==> src/hdl/hpr_regs.vh <==
`ifndef HPR_REGS_VH
`define HPR_REGS_VH
// loss timeout: 2^23 internal timing clock cycles
`define HPR_LOSS_W        23
`define HPR_LOSS_MAX      23'h7FFFFF
// gap tolerance time 20 ms at 40 MHz core clock (exact cycle count)
`define HPR_GAP_MS        20
`define HPR_CLK_KHZ       40000
`define HPR_GAP_CYC       (`HPR_GAP_MS * `HPR_CLK_KHZ)
// lock acquisition time in reference edges
`define HPR_ACQ_EDGES     8'h10
// period match tolerance in internal timing clock cycles
`define HPR_PER_TOL       23'h000004
// bandwidth code used while acquiring
`define HPR_BW_WIDE       4'h8
// formats
`define HPR_FMT_HIRES     1'b1
`define HPR_FMT_HIMULT    1'b0
// shift amounts between formats
`define HPR_FMT_SHIFT     8
// modifier codes: unity and three up-shifts, then four down-shifts
`define HPR_MOD_X1        3'h0
`define HPR_MOD_X2        3'h1
`define HPR_MOD_X4        3'h2
`define HPR_MOD_X8        3'h3
`define HPR_MOD_D2        3'h4
`define HPR_MOD_D4        3'h5
`define HPR_MOD_D8        3'h6
`define HPR_MOD_D16       3'h7
// fixed reset values and the loss counter increment
`define HPR_ZERO32        32'h00000000
`define HPR_ZERO23        23'h000000
`define HPR_ZERO8         8'h00
`define HPR_ZERO3         3'h0
`define HPR_ONE23         23'h000001
`endif

==> src/hdl/hpr_ratio_ctrl.v <==
`timescale 1ns/10ps
`default_nettype none
`include "hpr_regs.vh"

module hpr_ratio_ctrl
(
    input  wire        core_clk,
    input  wire        sys_rst,
    input  wire        refInput,
    input  wire        gapToleranceEnable,
    input  wire        outputWhileUnlocked,
    input  wire [2:0]  minLoopBandwidthSel,
    input  wire [1:0]  staticRatioSelect,
    input  wire [1:0]  dynamicRatioSelect,
    input  wire        ratioFormatSelect,
    input  wire        fractionSourceSelect,
    input  wire [2:0]  modifierSelect,
    input  wire        slotWrite,
    input  wire [1:0]  slotIndex,
    input  wire [31:0] slotData,
    input  wire [1:0]  timingRefDivShift,
    output reg         pllLocked,
    output reg         outputEnable,
    output reg         refPresent,
    output reg         autoSourceActive,
    output reg         hybridMode,
    output reg         ratioFormat,
    output reg  [3:0]  loopBandwidth,
    output reg  [31:0] userRatio,
    output reg  [31:0] effectiveRatio,
    output reg  [31:0] timingRatio
);

// ----------------------------------------------------------------
// reference input synchroniser
// ----------------------------------------------------------------
// three stages; a level change counts once stages two and three agree
reg       refSync1;
reg       refSync2;
reg       refSync3;
reg       refLevel;
// rising edges only; a pulse shorter than two core clocks never counts
wire      refEdge = (refSync2 == refSync3) && (refSync3 != refLevel) && refSync3;

// first stage feeds only the second
always @(posedge core_clk)
begin
    if (sys_rst)
    begin
        refSync1 <= 1'b0;
        refSync2 <= 1'b0;
        refSync3 <= 1'b0;
        refLevel <= 1'b0;
    end
    else
    begin
        refSync1 <= refInput;
        refSync2 <= refSync1;
        refSync3 <= refSync2;
        if (refSync2 == refSync3)
            refLevel <= refSync3;
    end
end

// ----------------------------------------------------------------
// loss timer and period tracking
// ----------------------------------------------------------------
reg  [`HPR_LOSS_W-1:0] lossCount;
reg  [`HPR_LOSS_W-1:0] lastPeriod;
reg                    periodValid;
// the gap timer only has to reach the tolerance time, so it stops there
reg  [31:0]            gapCount;
reg  [7:0]             acqCount;
// the timeout spans about a fifth of a second, so the counter saturates rather than wrapping;
// a wrap would fake a fresh period after a long loss
wire                   lossTimeout = (lossCount == `HPR_LOSS_MAX);
wire                   gapOverTol  = (gapCount >= `HPR_GAP_CYC);
// a period change means the source went away dirty or changed frequency
wire [`HPR_LOSS_W-1:0] perDiff = (lossCount > lastPeriod) ? (lossCount - lastPeriod)
                                                          : (lastPeriod - lossCount);
wire                   periodJump = refEdge && periodValid && (perDiff > `HPR_PER_TOL);
// edge overdue against the known period: the reference has stopped;
// holdover or reacquire is the lock machine's call, so the gap
// tolerance bit is not looked at here
wire                   overdue = periodValid && !lossTimeout
                                 && (lossCount > lastPeriod + `HPR_PER_TOL);

// counter restarts on every edge, saturates at the timeout
always @(posedge core_clk)
begin
    if (sys_rst)
    begin
        lossCount   <= `HPR_ZERO23;
        lastPeriod  <= `HPR_ZERO23;
        periodValid <= 1'b0;
        gapCount    <= `HPR_ZERO32;
    end
    else if (refEdge)
    begin
        lossCount   <= `HPR_ZERO23;
        lastPeriod  <= lossCount;
        // an edge that ends a gap measures the gap, not a period; the next
        // edge must not be judged against it or every restart looks like a jump
        periodValid <= !lossTimeout && refPresent && !overdue;
        gapCount    <= `HPR_ZERO32;
    end
    else
    begin
        if (!lossTimeout)
            lossCount <= lossCount + `HPR_ONE23;
        if (!gapOverTol)
            gapCount <= gapCount + 32'h00000001;
    end
end

// ----------------------------------------------------------------
// lock state machine
// ----------------------------------------------------------------
localparam ST_IDLE = 2'b00;   // no reference, unlocked
localparam ST_ACQ  = 2'b01;   // acquiring lock
localparam ST_LOCK = 2'b10;   // locked
localparam ST_HOLD = 2'b11;   // reference missing, output continues

reg  [1:0] state;
reg  [1:0] next_state;
reg        skipRun;           // output continuity granted by a tolerated gap
reg        next_skipRun;

// loss timeout only in clean absence; a period jump unlocks at once
always @*
begin
    next_state   = state;
    next_skipRun = skipRun;
    case (state)
        ST_IDLE:
        begin
            next_skipRun = 1'b0;
            if (refEdge)
                next_state = ST_ACQ;
        end
        ST_ACQ:
        begin
            if (lossTimeout)
            begin
                next_state   = ST_IDLE;
                next_skipRun = 1'b0;
            end
            else if (acqCount == `HPR_ACQ_EDGES)
            begin
                next_state   = ST_LOCK;
                next_skipRun = 1'b0;
            end
        end
        ST_LOCK:
        begin
            if (periodJump)
            begin
                // a frequency change ends any continuity granted by a gap
                next_state   = ST_ACQ;
                next_skipRun = 1'b0;
            end
            else if (!refEdge && overdue)
            begin
                // clean stop: output runs on until timeout or return,
                // whatever the gap tolerance setting
                next_state = ST_HOLD;
            end
        end
        ST_HOLD:
        begin
            if (lossTimeout)
                next_state = ST_IDLE;
            else if (refEdge)
            begin
                // short gap with tolerance: keep output and skip reacquire
                next_skipRun = gapToleranceEnable && !gapOverTol;
                // tolerance on keeps lock for gaps up to the tolerance time
                next_state   = next_skipRun ? ST_LOCK : ST_ACQ;
            end
        end
        default:
        begin
            next_state   = ST_IDLE;
            next_skipRun = 1'b0;
        end
    endcase
end

always @(posedge core_clk)
begin
    if (sys_rst)
    begin
        state    <= ST_IDLE;
        skipRun  <= 1'b0;
        acqCount <= `HPR_ZERO8;
    end
    else
    begin
        state   <= next_state;
        skipRun <= next_skipRun;
        // the edge count only runs inside acquire, so every fresh acquire
        // waits the full count
        if (next_state != ST_ACQ)
            acqCount <= `HPR_ZERO8;
        else if (refEdge && acqCount != `HPR_ACQ_EDGES)
            acqCount <= acqCount + 8'h01;
    end
end

// ----------------------------------------------------------------
// ratio slots
// ----------------------------------------------------------------
// slots only change on a write; the modifier never touches them
reg [31:0] ratioSlot [0:3];
genvar gi;
generate
    for (gi = 0; gi < 4; gi = gi + 1)
    begin : gSlot
        always @(posedge core_clk)
        begin
            if (sys_rst)
                ratioSlot[gi] <= `HPR_ZERO32;
            else if (slotWrite && slotIndex == gi)
                ratioSlot[gi] <= slotData;
        end
    end
endgenerate

// ----------------------------------------------------------------
// source, format and ratio arithmetic
// ----------------------------------------------------------------
// equal selects leave the source to software; differing ones hand it to the reference
wire        autoMode  = (dynamicRatioSelect != staticRatioSelect);
wire        refUp     = (state != ST_IDLE);
wire        useHybrid = autoMode ? refUp : fractionSourceSelect;
// 20.12 only with format bit clear and dynamic source chosen
wire        fmtNow    = (!ratioFormatSelect && useHybrid) ? `HPR_FMT_HIMULT
                                                          : `HPR_FMT_HIRES;
wire [1:0]  slotSel   = useHybrid ? dynamicRatioSelect : staticRatioSelect;
wire [31:0] udRatio   = ratioSlot[slotSel];
// modifier table; only the selected copy is scaled, never the slot.
// up-shifts drop top bits and down-shifts drop fraction bits, so codes
// that overflow or truncate the chosen format are software's to avoid
reg  [31:0] modRatio;
always @*
begin
    modRatio = udRatio;
    case (modifierSelect)
        `HPR_MOD_X1:  modRatio = udRatio;
        `HPR_MOD_X2:  modRatio = udRatio << 3'h1;
        `HPR_MOD_X4:  modRatio = udRatio << 3'h2;
        `HPR_MOD_X8:  modRatio = udRatio << 3'h3;
        `HPR_MOD_D2:  modRatio = udRatio >> 3'h1;
        `HPR_MOD_D4:  modRatio = udRatio >> 3'h2;
        `HPR_MOD_D8:  modRatio = udRatio >> 3'h3;
        `HPR_MOD_D16: modRatio = udRatio >> 3'h4;
        default:      modRatio = udRatio;
    endcase
end
// internal dividers compensated here; normalise to 12.20 then scale
wire [31:0] hiRes     = (fmtNow == `HPR_FMT_HIMULT) ? (modRatio << `HPR_FMT_SHIFT) : modRatio;
wire [31:0] corrected = hiRes << timingRefDivShift;

// ----------------------------------------------------------------
// registered outputs
// ----------------------------------------------------------------
// holdover counts as locked: the loop is not reacquiring then, so the
// bandwidth stays at the chosen minimum rather than opening up
wire        lockedNext = (next_state == ST_LOCK) || (next_state == ST_HOLD);

// lock status, output gating and loop bandwidth
always @(posedge core_clk)
begin
    if (sys_rst)
    begin
        pllLocked     <= 1'b0;
        outputEnable  <= 1'b0;
        refPresent    <= 1'b0;
        loopBandwidth <= `HPR_BW_WIDE;
    end
    else
    begin
        pllLocked     <= lockedNext;
        // hold keeps output running until timeout; skip returns straight to lock
        outputEnable  <= lockedNext || next_skipRun || outputWhileUnlocked;
        refPresent    <= refUp;
        // wide loop while acquiring, then the chosen minimum
        loopBandwidth <= lockedNext ? {1'b0, minLoopBandwidthSel}
                                    : `HPR_BW_WIDE;
    end
end

// source, format and ratio path; one cycle behind the selects
always @(posedge core_clk)
begin
    if (sys_rst)
    begin
        autoSourceActive <= 1'b0;
        hybridMode       <= 1'b0;
        ratioFormat      <= `HPR_FMT_HIMULT;
        userRatio        <= `HPR_ZERO32;
        effectiveRatio   <= `HPR_ZERO32;
        timingRatio      <= `HPR_ZERO32;
    end
    else
    begin
        autoSourceActive <= autoMode;
        hybridMode       <= useHybrid;
        ratioFormat      <= fmtNow;
        userRatio        <= udRatio;
        effectiveRatio   <= modRatio;
        timingRatio      <= corrected;
    end
end

endmodule
`default_nettype wire

==> config.mk <==
export PLATFORM = sky130hd
export DESIGN_NAME = hpr_ratio_ctrl
export DESIGN_NICKNAME = d
export VERILOG_FILES = /design/src/hdl/hpr_ratio_ctrl.v
export VERILOG_INCLUDE_DIRS = /design/src /design/src/hdl
export SDC_FILE = /design/constraint.sdc
export NUM_CORES = 1
export LEC_CHECK = 0
export BUFFER_PORTS_ARGS = -buffer_cell sky130_fd_sc_hd__buf_2
export CORE_ASPECT_RATIO = 1.4
export CORE_UTILIZATION = 60
export DETAILED_ROUTE_END_ITERATION = 8
export PLACE_DENSITY = 0.79
export SLEW_MARGIN = 30
export SYNTH_ARGS = -nofsm -noshare
export SYNTH_HDL_FRONTEND = slang
export SYNTH_SLANG_ARGS = --single-unit
==> constraint.sdc <==
create_clock -name core_clk -period 4.3 [get_ports core_clk]
set_clock_uncertainty 0.1 [all_clocks]
set_input_delay 0.215 -clock core_clk [delete_from_list [all_inputs] [get_ports core_clk]]
set_output_delay 0.215 -clock core_clk [all_outputs]
set_load 0.1 [all_outputs]
==> run summary <==
Status -> finished clean
Critical path required time -> 4690 ps
Post-synth ARST share -> 0
Top FF cell, synth -> dfxtp_1
Initial antenna violation count -> 1
Top Ports -> 160
Final antenna-violating net count -> 0
Internal power -> 5.57 mW
R2R setup slack -> 200 ps
Post_cts resized -> 0
Die Wd -> 150 um
Die Height -> 209 um
Cell Pwr Density -> 395 mW/mm2
Synth Instances -> 1,968
Clock Latency Late Sink -> 580 ps
Post-Layout Cell Count -> 2,559
Routability cong. -> 1.04
Most frequent cell after synthesis -> nand2_1
CP endpoint -> state[0]
Switching share of power -> 0.331
Via/cell ratio -> 6.15
Type of element capturing the critical path -> flip-flop
Root Driver -> clkbuf_16
Register Area -> 0.00783 mm2
DRT iter0 DRCs -> 1,455
Placed cells -> 2,460
Gr usage total -> 0.343
Gr ovfl total -> 0
Drt drc -> 0
Critical path type -> reg2reg
Min Tclk post-route -> 4100 ps
Top-area cell type share of the netlist area -> 0.217
Max frequency -> 244 MHz
Yosys warns -> 0
Core area -> 0.0300 mm2
# diodes -> 0
Period utilization -> 0.953
Syn avg cell area -> 9.33 um2
First-pass GRT wire length -> 83.1 mm
Starting Density -> 0.612
Startpoint types -> flip-flop
Area Growth Syn to Fin -> 14.8%
Syn_nets -> 2,096
Post-Syn Area -> 0.0184 mm2
Unrepaired setup endpoints after global routing -> false
Vias post-DR -> 15,700
Post-Route Utilization -> 0.702
Largest cells by area after synthesis -> dfxtp_1 (22%), edfxtp_1 (21%), and2_1 (6.1%)
Synth unique cells -> 96
Sw Pwr -> 2.76 mW
R2R Path End -> state[0]
Clock buffer depth -> 3
WP data arrival -> 4480 ps
R2r worst-path depth -> 18
FF+latch count, synth -> 327
Nets -> 2,279
Area of the multi-input gates -> 0.00973 mm2
Clock sinks -> 327
Share of layout cells above drive strength 1 -> 0.170
Post-synth top area cell -> dfxtp_1
FILL cells -> 2,334
Vias in the first global route -> 15,700
CTS tree -> built
Clock transition at path regs -> 60 ps
HPWL after DPL -> 38.5 mm
Port Buf Inserts -> 159
Slew Viols, Final -> 0
Drt total wl -> 53.6 mm
Max_cap viols -> 0
Crit Path Max Fanout -> 6
Setup TNS -> 0 ps
Avg WL per Cell -> 20.9 um
TritonCTS buffer count -> 31
Final Hold Fails -> 0
Worst r2r src -> lastPeriod[2]
CP startpoint -> lastPeriod[2]
H-Tree Depth -> 1
Worst-Margin Slew -> 991 ps
Comb pwr share -> 0.251
Core Rows -> 75
Seq/Total Area, Yosys -> 0.426
Setup Viol. Count Final -> 0
Min-Delay Path Class -> in2reg
EDFF count, synth -> 128
Top cells by count, synth -> nand2_1 (201), dfxtp_1 (199), nor2_1 (183)
Clock power frac -> 0.332
Leakage power -> 8.67 nW
Initial DRT Pass Iterations -> 6
Pin count of the biggest net entering global routing -> 59
VDD IR-drop max -> 0.452 mV
Worst slew margin -> 0.339
Die ar. -> 0.0313 mm2
Sequential share of power -> 0.417
## layout make-up
| cell class | count | share of cell area |
|---|---|---|
| multi-input combinational | 1443 | 0.462 |
| timing repair buffer | 261 | 0.0794 |
| sequential | 327 | 0.371 |
| clock inverter | 11 | 0.00540 |
| clock buffer | 45 | 0.0436 |
| tap | 385 | 0.0229 |
| inverter | 87 | 0.0155 |
## layer usage
metal	wire length, um	track usage
met1	20000	0.399
met3	3450	0.0426
met4	2880	0.183
met2	27300	0.608
met5	0	0
## cell usage in the layout, fill, tap and decap left out, drive strengths merged, types with 11 or more instances in the layout
cell type / n
o211ai: 11
mux2i: 47
a21o: 21
and3: 25
nor2: 185
buf: 221
xor2: 16
o22ai: 36
nor4: 15
nand2b: 11
o21ai: 102
edfxtp: 128
ha: 72
a221oi: 13
o21a: 12
nand3: 42
nor3: 38
nand4: 18
a21oi: 144
a211oi: 12
inv: 91
xnor2: 61
dfxtp: 199
or3: 11
clkbuf: 45
mux2: 11
dlygate4sd3: 40
and2: 180
a31oi: 18
mux4: 40
nand2: 201
## state kept, by name, indices dropped and copies added (netlist names), 2 cells and up
name            count
effectiveRatio     32
state               2
lossCount          23
acqCount            8
ratioSlot         128
timingRatio        32
userRatio          32
gapCount           32
loopBandwidth       4
lastPeriod         23
## power groups by stage
stage / registers, mW / clock network, mW / logic (mW)
floorplan: 4.27 / 0 / 0.802
global placement: 3.53 / 0 / 2.00
detailed placement: 3.54 / 0 / 2.02
CTS: 3.48 / 2.79 / 2.05
global route: 3.49 / 2.91 / 2.18
finish: 3.48 / 2.76 / 2.09
## worst min-delay path by stage
stage / from / to / slack, ps / cells after the start
after global placement: minLoopBandwidthSel[0] / loopBandwidth[0] / 330 / 3
after detailed placement: refInput / refSync1 / 330 / 2
final: staticRatioSelect[1] / autoSourceActive / 20 / 3
after global routing: staticRatioSelect[1] / autoSourceActive / 30 / 3
after floorplan: minLoopBandwidthSel[0] / loopBandwidth[0] / 230 / 2
after CTS: staticRatioSelect[1] / autoSourceActive / 10 / 3
## metrics by stage
stage,setup WS [ps],power [mW],hold slack (ps),instance area [um2]
CTS,172,8.32,11.6,21100
global route,7.23,8.58,30.3,21100
detailed placement,239,5.56,335,19600
global placement,289,5.53,329,19600
finish,202,8.33,17.1,21100
floorplan,615,5.07,227,18400
## repair_timing
| item | CTS | global route |
|---|---|---|
| endpoints found under the setup margin | 0 | 10 |
| hold buffers | 40 | 0 |
| hold endpoints to repair | 146 | 0 |
| setup buffers | 0 | 3 |
## logic make-up after synthesis
| logic type | Yosys count | synth area share |
|---|---|---|
| and+or+nand+nor | 759 | 0.205 |
| xor gates and xnor gates | 77 | 0.0367 |
| buffers and inverters | 198 | 0.0460 |
| adders and majority gates | 74 | 0.0512 |
| DFF | 327 | 0.426 |
| AOI/OAI and AO/OA | 435 | 0.153 |
| muxes | 98 | 0.0821 |
## critical path, cell delays in order (launching register included)
cell	delay [ps]
dfxtp_1	430
ha_1	220
nand3_1	140
nor3_1	290
nand3_1	330
nor2_1	210
xnor2_1	90
ha_1	370
a21o_1	140
a21o_1	120
a21o_1	100
a21oi_1	50
o21ai_0	380
a21oi_1	80
a311oi_1	270
and2_1	180
a21oi_1	70
a2111o_1	380
o21ai_0	80
Power figures use the tool's default switching activity.
